[src/logic/amp_seq_pkg.sv]
// package: timing constants, states and carrier structs for the amplifier sequencer
// Functional notes
// - enable low forces shutdown, outputs grounded
// - enable high reaches normal after 80 ms
// - power-on starts in shutdown state
// - mute low enables both output stages
// - mute high disables stages, grounds outputs
// - enable or mute change ramps volume; enable low here drops volume to silent at once
// - shutdown entry ramps both outputs together
// - stay inactive until rising threshold seen
// - falling threshold forces immediate shutdown
// - over-temperature forces thermal shutdown, grounded
// - resume only after 20 degree hysteresis
// - short detected puts stage high impedance
// - persistent short: shutdown for 40 ms
// - after recovery, restart and recheck fault
// - fault gone after retry resumes normally
package amp_seq_pkg;
   localparam int unsigned CLK_HZ         = 40_000_000;  // sys_clk rate
   localparam int unsigned SETTLE_MS      = 40;          // shutdown_settle_time
   localparam int unsigned STARTUP_MS     = 80;          // startup_delay
   localparam int unsigned RECOVERY_MS    = 40;          // fault_recovery_time
   localparam int unsigned SETTLE_CYC     = SETTLE_MS * (CLK_HZ / 1000);
   localparam int unsigned STARTUP_CYC    = STARTUP_MS * (CLK_HZ / 1000);
   localparam int unsigned RECOVERY_CYC   = RECOVERY_MS * (CLK_HZ / 1000);
   localparam int unsigned QUAL_CYC       = 4000;        // short qualification default
   localparam int unsigned VOL_W          = 8;           // volume word width
   localparam int unsigned FADE_STEP_CYC  = 400;         // cycles per fade step
   localparam int unsigned CNT_W          = 32;          // delay counter width
   localparam logic [7:0]  VOL_MAX        = 8'hFF;       // full volume
   localparam logic [7:0]  VOL_MIN        = 8'h00;       // silent

   // sequencer states, one-hot
   typedef enum logic [4:0] {
      ST_OFF     = 5'b00001,  // shutdown, waiting for enable
      ST_START   = 5'b00010,  // startup interval running
      ST_RUN     = 5'b00100,  // normal operation
      ST_HIZ     = 5'b01000,  // short seen, stage tristated, qualifying
      ST_RECOVER = 5'b10000   // hiccup shutdown
   } seq_state_t;

   // comparator flags from the analog side
   typedef struct packed {
      logic supply_rising_threshold;   // supply above rising trip
      logic supply_falling_threshold;  // supply below falling trip
      logic over_temp;                 // die above trip
      logic temp_cleared;              // die below trip minus hysteresis
      logic short_detect;              // output short present
   } analog_flags_t;

   // controls to the output stage
   typedef struct packed {
      logic             bias_on;       // analog bias enabled
      logic             stage_on;      // output stage switching
      logic             stage_hiz;     // output stage high impedance
      logic             pulldown_on;   // 2.5k pulldowns to ground
      logic             fast_discharge;// quick joint ramp to ground
      logic [VOL_W-1:0] volume;        // fade volume
   } stage_ctrl_t;
endpackage : amp_seq_pkg

[src/logic/amp_fade_ramp.sv]
// volume fade ramp toward a target level
`timescale 1ns/1ps
module amp_fade_ramp
   import amp_seq_pkg::*;
(
   input  wire logic             sys_clk,
   input  wire logic             srst,
   input  wire logic             clk_en,
   input  wire logic             fade_up,     // 1 = ramp in, 0 = ramp out
   input  wire logic             snap_zero,   // force silent at once
   output logic      [VOL_W-1:0] volume,
   output logic                  at_zero
);
   logic [VOL_W-1:0] vol_q, vol_d;     // current volume
   logic [15:0]      tick_q, tick_d;   // step prescaler

   // next volume: one step per prescaler wrap
   always_comb begin
      vol_d  = vol_q;
      tick_d = tick_q;
      if (snap_zero) begin
         vol_d  = VOL_MIN;
         tick_d = '0;
      end else if (tick_q == 16'(FADE_STEP_CYC - 1)) begin
         tick_d = '0;
         if (fade_up && vol_q != VOL_MAX) begin    // ramp
            vol_d = vol_q + 8'h01;
         end else if (!fade_up && vol_q != VOL_MIN) begin  // ramp out
            vol_d = vol_q - 8'h01;
         end
      end else begin
         tick_d = tick_q + 16'h0001;
      end
   end

   // registers
   always_ff @(posedge sys_clk) begin
      if (srst) begin
         vol_q  <= VOL_MIN;
         tick_q <= '0;
      end else if (clk_en) begin
         vol_q  <= vol_d;
         tick_q <= tick_d;
      end
   end

   assign volume  = vol_q;
   assign at_zero = (vol_q == VOL_MIN);

   fade_bound_a: assert property (@(posedge sys_clk) disable iff (srst)
      clk_en && !snap_zero && vol_q != VOL_MIN && vol_q != VOL_MAX
      |=> (vol_q == $past(vol_q)) || (vol_q == $past(vol_q) + 8'h01)
          || (vol_q == $past(vol_q) - 8'h01))
      else $error("fade moved by more than one step");
endmodule : amp_fade_ramp

[src/logic/amp_power_protection_sequencer.sv]
// shutdown, startup, mute, fade and protection sequencer of the amplifier
`timescale 1ns/1ps
module amp_power_protection_sequencer
   import amp_seq_pkg::*;
#(
   parameter int unsigned STARTUP_CYCLES  = STARTUP_CYC,   // startup interval
   parameter int unsigned RECOVERY_CYCLES = RECOVERY_CYC,  // hiccup off time
   parameter int unsigned QUAL_CYCLES     = QUAL_CYC       // short qualification
)(
   input  wire logic          sys_clk,
   input  wire logic          srst,         // power-on reset
   input  wire logic          clk_en,
   input  wire logic          enable_pin,   // asynchronous host enable
   input  wire logic          mute_pin,     // asynchronous host mute
   input  wire analog_flags_t flags_raw,    // asynchronous comparator flags
   output stage_ctrl_t        stage,
   output logic               in_shutdown,
   output logic               thermal_shutdown,
   output logic               undervoltage_lockout,
   output logic               overcurrent_protection
);
   // two-stage synchronisers for every off-domain input
   logic [6:0] sync1_q, sync2_q;
   logic       en_s, mute_s;
   analog_flags_t fl;

   always_ff @(posedge sys_clk) begin
      if (srst) begin
         sync1_q <= '0;
         sync2_q <= '0;
      end else if (clk_en) begin
         sync1_q <= {enable_pin, mute_pin, flags_raw};
         sync2_q <= sync1_q;
      end
   end
   assign en_s   = sync2_q[6];
   assign mute_s = sync2_q[5];
   assign fl     = sync2_q[4:0];

   // protection latches: lockout until rising trip, thermal with hysteresis
   logic uv_q, uv_d;     // undervoltage lockout active
   logic ot_q, ot_d;     // thermal shutdown active

   always_comb begin
      uv_d = uv_q;
      if (fl.supply_falling_threshold) begin
         uv_d = 1'b1;
      end else if (fl.supply_rising_threshold) begin
         uv_d = 1'b0;
      end
      ot_d = ot_q;
      if (fl.over_temp) begin
         ot_d = 1'b1;
      end else if (fl.temp_cleared) begin
         ot_d = 1'b0;
      end
   end

   // lockout starts set so nothing runs before the supply is proven good
   always_ff @(posedge sys_clk) begin
      if (srst) begin
         uv_q <= 1'b1;
         ot_q <= 1'b0;
      end else if (clk_en) begin
         uv_q <= uv_d;
         ot_q <= ot_d;
      end
   end

   // any of these removes bias; checked ahead of the state machine
   logic force_off;
   assign force_off = !en_s || uv_q || ot_q;

   // main sequencer
   seq_state_t         st_q, st_d;
   logic [CNT_W-1:0]   cnt_q, cnt_d;             // shared delay counter

   always_comb begin
      st_d  = st_q;
      cnt_d = cnt_q;
      if (force_off) begin
         st_d  = ST_OFF;
         cnt_d = '0;
      end else begin
         unique case (st_q)
            ST_OFF: begin
               st_d  = ST_START;
               cnt_d = '0;
            end
            ST_START: begin
               if (cnt_q >= CNT_W'(STARTUP_CYCLES - 1)) begin
                  st_d  = ST_RUN;
                  cnt_d = '0;
               end else begin
                  cnt_d = cnt_q + 32'h0000_0001;
               end
            end
            ST_RUN: begin
               if (fl.short_detect) begin
                  st_d  = ST_HIZ;
                  cnt_d = '0;
               end
            end
            ST_HIZ: begin
               if (!fl.short_detect) begin
                  st_d  = ST_RUN;
                  cnt_d = '0;
               end else if (cnt_q >= CNT_W'(QUAL_CYCLES - 1)) begin
                  st_d  = ST_RECOVER;
                  cnt_d = '0;
               end else begin
                  cnt_d = cnt_q + 32'h0000_0001;
               end
            end
            ST_RECOVER: begin
               if (cnt_q >= CNT_W'(RECOVERY_CYCLES - 1)) begin
                  st_d  = ST_START;
                  cnt_d = '0;
               end else begin
                  cnt_d = cnt_q + 32'h0000_0001;
               end
            end
            default: begin
               st_d  = ST_OFF;
               cnt_d = '0;
            end
         endcase
      end
   end

   // state registers; reset puts the part in shutdown
   always_ff @(posedge sys_clk) begin
      if (srst) begin
         st_q  <= ST_OFF;
         cnt_q <= '0;
      end else if (clk_en) begin
         st_q  <= st_d;
         cnt_q <= cnt_d;
      end
   end

   // fade engine: up only in run with mute low, so fade waits for startup
   logic             fade_up;
   logic [VOL_W-1:0] vol;
   logic             vol_zero;
   assign fade_up = (st_q == ST_RUN) && !mute_s;

   amp_fade_ramp u_fade (
      .sys_clk   (sys_clk),
      .srst      (srst),
      .clk_en    (clk_en),
      .fade_up   (fade_up),
      .snap_zero (st_q != ST_RUN),   // shutdown paths drop volume at once
      .volume    (vol),
      .at_zero   (vol_zero)
   );

   // output stage controls, registered
   stage_ctrl_t stage_q, stage_d;

   always_comb begin
      stage_d        = '0;
      stage_d.volume = vol;
      unique case (st_q)
         ST_OFF, ST_RECOVER: begin
            stage_d.pulldown_on    = 1'b1;
            stage_d.fast_discharge = 1'b1;
         end
         ST_START: begin
            stage_d.bias_on     = 1'b1;
            stage_d.pulldown_on = 1'b1;
         end
         ST_RUN: begin
            stage_d.bias_on = 1'b1;
            // mute only gates after fade-out reaches silence
            if (mute_s && vol_zero) begin
               stage_d.pulldown_on = 1'b1;
            end else begin
               stage_d.stage_on = 1'b1;
            end
         end
         ST_HIZ: begin
            stage_d.bias_on   = 1'b1;
            stage_d.stage_hiz = 1'b1;
         end
         default: begin
            stage_d.pulldown_on = 1'b1;
         end
      endcase
   end

   always_ff @(posedge sys_clk) begin
      if (srst) begin
         stage_q <= '{bias_on: 1'b0, stage_on: 1'b0, stage_hiz: 1'b0,
                      pulldown_on: 1'b1, fast_discharge: 1'b1, volume: VOL_MIN};
      end else if (clk_en) begin
         stage_q <= stage_d;
      end
   end

   assign stage                  = stage_q;
   assign in_shutdown            = (st_q == ST_OFF) || (st_q == ST_RECOVER);
   assign thermal_shutdown       = ot_q;
   assign undervoltage_lockout   = uv_q;
   assign overcurrent_protection = (st_q == ST_HIZ) || (st_q == ST_RECOVER);

   // assertions
   off_on_drop_a: assert property (@(posedge sys_clk) disable iff (srst)
      clk_en && force_off |=> st_q == ST_OFF)
      else $error("shutdown cause did not force off state");

   start_run_a: assert property (@(posedge sys_clk) disable iff (srst)
      clk_en && st_q == ST_START && !force_off && cnt_q == CNT_W'(STARTUP_CYCLES - 1)
      |=> st_q == ST_RUN)
      else $error("startup did not finish on time");

   uv_trip_a: assert property (@(posedge sys_clk) disable iff (srst)
      clk_en && fl.supply_falling_threshold |=> uv_q ##1 (st_q == ST_OFF || !$past(clk_en)))
      else $error("undervoltage did not shut down");

   ot_hold_a: assert property (@(posedge sys_clk) disable iff (srst)
      ot_q && !fl.temp_cleared |=> ot_q)
      else $error("thermal shutdown released early");

   short_hiz_a: assert property (@(posedge sys_clk) disable iff (srst)
      clk_en && st_q == ST_RUN && fl.short_detect && !force_off
      |=> st_q == ST_HIZ ##1 (stage.stage_hiz || !$past(clk_en) || st_q != ST_HIZ))
      else $error("short did not tristate stage");

   qual_trip_a: assert property (@(posedge sys_clk) disable iff (srst)
      clk_en && st_q == ST_HIZ && fl.short_detect && !force_off
      && cnt_q == CNT_W'(QUAL_CYCLES - 1) |=> st_q == ST_RECOVER)
      else $error("qualified short did not enter recovery");

   retry_a: assert property (@(posedge sys_clk) disable iff (srst)
      clk_en && st_q == ST_RECOVER && !force_off
      && cnt_q == CNT_W'(RECOVERY_CYCLES - 1) |=> st_q == ST_START)
      else $error("recovery did not restart");

   mute_gate_a: assert property (@(posedge sys_clk) disable iff (srst)
      clk_en && st_q == ST_RUN && mute_s && vol_zero
      |=> !stage.stage_on && stage.pulldown_on)
      else $error("mute did not disable stage");

   fade_wait_a: assert property (@(posedge sys_clk) disable iff (srst)
      clk_en && st_q != ST_RUN |=> vol_zero)
      else $error("fade began before startup finished");
endmodule : amp_power_protection_sequencer

[config.mk]
export PLATFORM = sky130hd
export DESIGN_NAME = amp_power_protection_sequencer
export DESIGN_NICKNAME = d
export VERILOG_FILES = /design/src/logic/amp_seq_pkg.sv /design/src/logic/amp_fade_ramp.sv /design/src/logic/amp_power_protection_sequencer.sv
export SDC_FILE = /design/constraint.sdc
export NUM_CORES = 1
export LEC_CHECK = 0
export BUFFER_PORTS_ARGS = -buffer_cell sky130_fd_sc_hd__buf_4
export CAP_MARGIN = 20
export CORE_AREA = 8 8 108 110
export CTS_CLUSTER_DIAMETER = 60
export CTS_CLUSTER_SIZE = 14
export DETAILED_ROUTE_END_ITERATION = 7
export DIE_AREA = 0 0 116 118
export GPL_TIMING_DRIVEN = 0
export MAX_ROUTING_LAYER = met4
export PLACE_DENSITY_LB_ADDON = 0.05
export SLEW_MARGIN = 10
export SYNTH_ARGS = -nofsm -noshare
export SYNTH_HDL_FRONTEND = slang
export SYNTH_SLANG_ARGS = --single-unit
[constraint.sdc]
create_clock -name sys_clk -period 9.46 [get_ports sys_clk]
set_input_delay 0.946 -clock sys_clk [delete_from_list [all_inputs] [get_ports sys_clk]]
set_output_delay 0.946 -clock sys_clk [all_outputs]
set_load 0.02 [all_outputs]
# After elaboration in Yosys (flattened, before gate mapping)
# Index checks and enable logic that the tools add are counted.
# op_classes
addsub	4
order_cmp	3
n_eq_ne	12
n_mux	31
reduce_logical	24
# op_table
operator	count
2-to-1 mux 32 bit	6
one-hot mux 32 bit (4 select lines)	1
adder 32 x 1 -> 32 bit, second input constant	1
>= comparator 32 x 12 -> 1 bit, second input constant	1
>= comparator 32 x 21 -> 1 bit, second input constant	1
>= comparator 32 x 22 -> 1 bit, second input constant	1
2-to-1 mux 16 bit	2
2-to-1 mux 8 bit	4
2-to-1 mux 5 bit	6
one-hot mux 5 bit (5 select lines)	1
adder 16 x 1 -> 16 bit, second input constant	1
equality test 16 x 9 -> 1 bit, second input constant	1
2-to-1 mux 1 bit	10
inequality test 3 bit, second input constant	3
adder 8 x 1 -> 8 bit, second input constant	1
zero test 8 bit	1
inequality test 8 bit, second input constant	1
nonzero test 8 bit	1
subtractor 8 x 1 -> 8 bit, second input constant	1
AND reduction 2 bit	3
nonzero test 2 bit	3
equality test 5 x 1 -> 1 bit, second input constant	1
equality test 5 x 2 -> 1 bit, second input constant	1
equality test 5 x 3 -> 1 bit, second input constant	1
other kinds (13)	21
# word_totals
regBits	90
in_bits	10
wordCells	88

# Longest topological paths before layout
# depth
word_depth	8
mapped_depth	13
mapped_depth_nobuf	12

# By module
# Synthesis repeated with hierarchy kept, for this count alone.
# hier_totals
hier_cells	500
area_unflattened_um2	4595.7
# modules_own_cells
mod	n_inst	cells_per_inst	area_each_um2
amp_power_protection_sequencer	1	325	3153.0
amp_fade_ramp	1	175	1442.6

# Worst setup path after synthesis
# OpenSTA, ideal clock, no wires.
# synth_timing
path_type	flip-flop to flip-flop
startpoint	register st_q[0]
endpoint	register u_fade.vol_q[7], in the netlist u_fade.volume[7]
setup_ns	0.074
t_arrival_ns	2.997
setup_slack_ns	6.389
path_stages_with_launch	13
n_path_buf	1
path_cell_list	dfxtp_1 > buf_6 > nor4_4 > nand2_2 > or3_4 > ha_1 > a21o_1 > a21oi_1 > o21ai_0 > o41ai_1 > xnor2_1 > or4_1 > a31oi_1
# synth_via
elab_chain_cells	6
word_cells_on_any_way	12
cone_classes	2 x eq/ne; 3 x mux; 7 x reduce/logical
# synth_lines
item	line	source
start: declaration	amp_power_protection_sequencer.sv:75	seq_state_t st_q, st_d;
start signal: assignment	amp_power_protection_sequencer.sv:137	st_q <= st_d;
equality test 5 x 3 -> 1 bit	amp_power_protection_sequencer.sv:146	assign fade_up = (st_q == ST_RUN) && !mute_s;
logical AND 1 bit	amp_power_protection_sequencer.sv:146	
zero test 1 bit or logical AND 1 bit (tied branches)	amp_fade_ramp.sv:28, amp_fade_ramp.sv:26	
logical AND 1 bit or 2-to-1 mux 8 bit (tied branches)	amp_fade_ramp.sv:28, amp_fade_ramp.sv:26	
nonzero test 3 bit (no line) or 2-to-1 mux 8 bit (tied branches)	-	
AND reduction 3 bit (no line) or 2-to-1 mux 8 bit (tied branches)	-	
end signal: assignment	amp_fade_ramp.sv:42	vol_q <= vol_d;
end: declaration	amp_fade_ramp.sv:14	logic [VOL_W-1:0] vol_q, vol_d;
# Parallel ways exist; a longest one is shown, timed or not. The select of a mux whose other input is x is not followed.
# A chain may end at the register's enable or synchronous reset.

# Worst setup path after layout
# Ends and elaborated chain as after synthesis.

==> impl_metrics.py <==
metrics = {
    "status": {
        "status": "finished, final reports clean",
    },
    "route": {
        "drt_first_pass_iters": 4,
        "post_drt_wl_per_cell_um": 15.4,
        "viasPerCell": 5.39,
        "routed_wl_um": 10500,
        "drcViolationCount": 0,
        "met2_length_um": 4760,
        "vias": 3689,
        "highest_layer": "met4",
        "drt_iter0_markers": 194,
        "route.met3.wl_um": 325,
        "m1WireLength_um": 5310,
        "postRouteAntennaNets": 0,
    },
    "worst_setup_path": {
        "crit_slowest_cell": "or3_4",
        "cp-start-kind": "register",
        "r2r_cells": 12,
        "crit_fanout": 10,
        "arrival_ns": 3.79,
        "crit_required_ns": 9.76,
        "worstReg2RegEnd": "u_fade.volume[7]",
        "critPathKind": "reg2reg",
        "critical-path-max-stage-delay_ns": 0.46,
        "crit_chain": "buf_6 > nor4_4 > nand2_2 > or3_4 > ha_1 > a21o_1 > a21oi_1 > o21ai_0 > o41ai_1 > xnor2_1 > or4_1 > a31oi_1",
        "worst_r2r_startpoint": "st_q[0]",
        "rrSetupSlack_ns": 5.97,
        "endpoint_kind": "register",
    },
    "clock_tree": {
        "cts_buffers": 9,
        "tritoncts": "done",
        "clk_latency_ns": 0.36,
        "cts_resized": 0,
        "cts_max_path_buffers": 2,
        "h-tree-depth": 3,
        "clock-sinks": 90,
        "cts_setup_buffers": 0,
        "ctsHoldBuffers": 0,
        "clkTransAtPathRegs_ns": 0.09,
        "cts_root_buf": "clkbuf_8",
    },
    "final_layout": {
        "fin_nets": 563,
        "final_cell_mix": "nor2_1, dfxtp_1, nand2_1, mux2i_1, buf_4",
        "finalNonFillerCells": 685,
        "num_antenna_cells": 0,
        "fill_cells": 1019,
        "drive_gt1_frac": 0.104,
        "area_delta_synth_final_pct": 13.8,
    },
    "timing": {
        "slew_headroom": 0.344,
        "drv_slew": 0,
        "grt_setup_unrepaired": "no",
        "fin_crit_ns": 3.49,
        "setup_viol": 0,
        "tightest_slew_ns": 0.974,
        "fin_tns_setup_ns": 0,
        "skew_ns": 0.0108,
        "hold_viol": 0,
        "period_share": 0.369,
        "fmax_mhz": 286,
    },
    "pwr": {
        "seqPwrFrac": 0.531,
        "swShare": 0.216,
        "power_density_nw_per_um2": 147,
        "pwr-share-comb": 0.041,
        "pwr-share-clk": 0.428,
        "leakagePower_nw": 1.85,
        "power.internal_mw": 0.568,
        "irDropWorstVdd_uv": 100,
        "power.switching_mw": 0.156,
    },
    "synth": {
        "ys_async_sr_fraction": 0,
        "yosysSeqAreaShare": 0.415,
        "syn_area_um2": 4340,
        "postSynthCellCount": 507,
        "yosys_warnings": 0,
        "synth_nets": 526,
        "synth_top_flop_cell": "dfxtp_1",
        "ys_types": 58,
        "synth_edf_count": 0,
        "yosys_register_bits": 90,
        "syn_avg_cell_area_um2": 8.56,
    },
    "place": {
        "port_buffers": 26,
        "dp.cells": 669,
        "gp_congestion": 0.815,
        "dp_hpwl_um": 7630,
    },
    "min_path": {
        "hold_path_class": "reg2reg",
        "hold_start": "cnt_q[27]",
        "hold_depth": 1,
        "min_to": "cnt_q[27]",
    },
    "global_route": {
        "grt_pass1_vias": 3539,
        "grt_start_max_net_pins": 15,
        "grt-ovfl-total": 0,
        "grt_pass1_wl_um": 17800,
        "antenna_found_initial": 0,
        "grt.total_usage": 0.167,
    },
    "floorplanning": {
        "die_area_um2": 13700,
        "initial_core_util": 0.434,
        "die_w_um": 116,
        "ioPinCount": 27,
        "placementRows": 37,
        "die-height_um": 118,
        "core_area_um2": 10000,
    },
    "run": {
        "cap_viol_max_count": 0,
    },
}
[critical path, delay by kind of cell (launching register included)]
family / cells / cell delay [ns]
AOI/OAI and AO/OA: 5 / 1.05
buffers and inverters: 1 / 0.14
and+or+nand+nor: 4 / 1.48
DFF: 1 / 0.31
adders and majority gates: 1 / 0.29
xor gates and xnor gates: 1 / 0.15
[sequential cells by signal (all words and copies together), names as in the netlist]
register	flops
sync2_q	7
thermal_shutdown	1
undervoltage_lockout	1
st_q	5
cnt_q	32
u_fade.volume	8
sync1_q	7
u_fade.tick_q	16
stage	13
[power by group through the flow]
stage          Clock [mW]  Combinational [mW]  Sequential, mW
2_1_floorplan           0              0.0184           0.393
3_3_place_gp            0              0.0297           0.393
3_5_place_dp            0              0.0299           0.393
4_1_cts             0.322              0.0300           0.384
5_1_grt             0.337              0.0327           0.385
6_report            0.310              0.0297           0.384
[metrics by stage]
step / power, mW / setup slack (ns) / area, um2 / hold slack [ns] / utilization
global route: 0.755 / 5.65 / 4940 / 0.482 / 0.494
floorplan: 0.411 / 6.39 / 4340 / 0.430 / -
finish: 0.724 / 5.97 / 4940 / 0.467 / 0.494
CTS: 0.737 / 5.94 / 4940 / 0.474 / 0.494
global placement: 0.423 / 5.97 / 4700 / 0.443 / 0.470
detailed placement: 0.423 / 5.97 / 4700 / 0.445 / 0.470
[cells in the mapped netlist (2+ instances only)]
cell type  number  area share
dfxtp_1        90        0.42
nor2_1         90       0.078
nand2_1        37       0.032
mux2i_1        28       0.065
a21oi_1        23       0.027
nor3_1         22       0.025
xor2_1         22       0.044
nand3_1        20       0.023
nand4_1        17       0.025
clkbuf_1       15       0.013
xnor2_1        13       0.026
and2_1         11       0.016
inv_1          11      0.0095
nor4_1         11       0.016
o21ai_0        11       0.013
ha_1            8       0.023
and3_1          6      0.0087
o41ai_1         5       0.010
or4_1           5      0.0087
a32oi_1         4      0.0081
nand2b_1        4      0.0058
nor2b_1         4      0.0058
buf_2           3      0.0035
nand4b_1        3      0.0061
a211oi_1        2      0.0035
a21o_1          2      0.0035
a221oi_1        2      0.0040
buf_1           2      0.0017
clkbuf_2        2      0.0023
nand2_2         2      0.0029
nand3b_1        2      0.0035
o21a_1          2      0.0035
o31ai_1         2      0.0035
or3_1           2      0.0029
[routing by layer]
metal	up-vias	global-route usage
met5	-	-
met4	0	0.0714
met3	7	0.0308
met2	56	0.248
met1	1753	0.216
li1	1873	-
[layout make-up]
type / count / area, um2 / share of cell area
Tap cell: 136 / 170 / 0.0345
Clock buffer: 11 / 131 / 0.0266
Timing Repair Buffer: 26 / 195 / 0.0395
Clock inverter: 5 / 103 / 0.0208
Inverter: 12 / 45.0 / 0.00912
Sequential cell: 90 / 1800 / 0.365
Multi-Input combinational cell: 382 / 2390 / 0.484
Buffer: 23 / 100 / 0.0203
[cells by family after synthesis]
| group | after synthesis | synth area share |
|---|---|---|
| adder cells (fa/ha/maj) | 9 | 0.0277 |
| flip-flops | 90 | 0.415 |
| AO/OA/AOI/OAI | 67 | 0.110 |
| buffers and inverters | 35 | 0.0334 |
| AND/OR/NAND/NOR | 243 | 0.278 |
| XOR/XNOR | 35 | 0.0706 |
| multiplexers | 28 | 0.0646 |
[worst max path at each step]
stage	startpoint	end	slack, ns	depth (start not counted)
after floorplan	st_q[0]	u_fade.volume[7]	6.39	12
after global placement	st_q[0]	u_fade.volume[7]	5.97	12
after detailed placement	st_q[0]	u_fade.volume[7]	5.97	12
after CTS	st_q[0]	u_fade.volume[7]	5.94	12
after global routing	st_q[0]	u_fade.volume[7]	5.65	12
final	st_q[0]	u_fade.volume[7]	5.97	12
No activity file was read; power rests on OpenSTA's default activity.
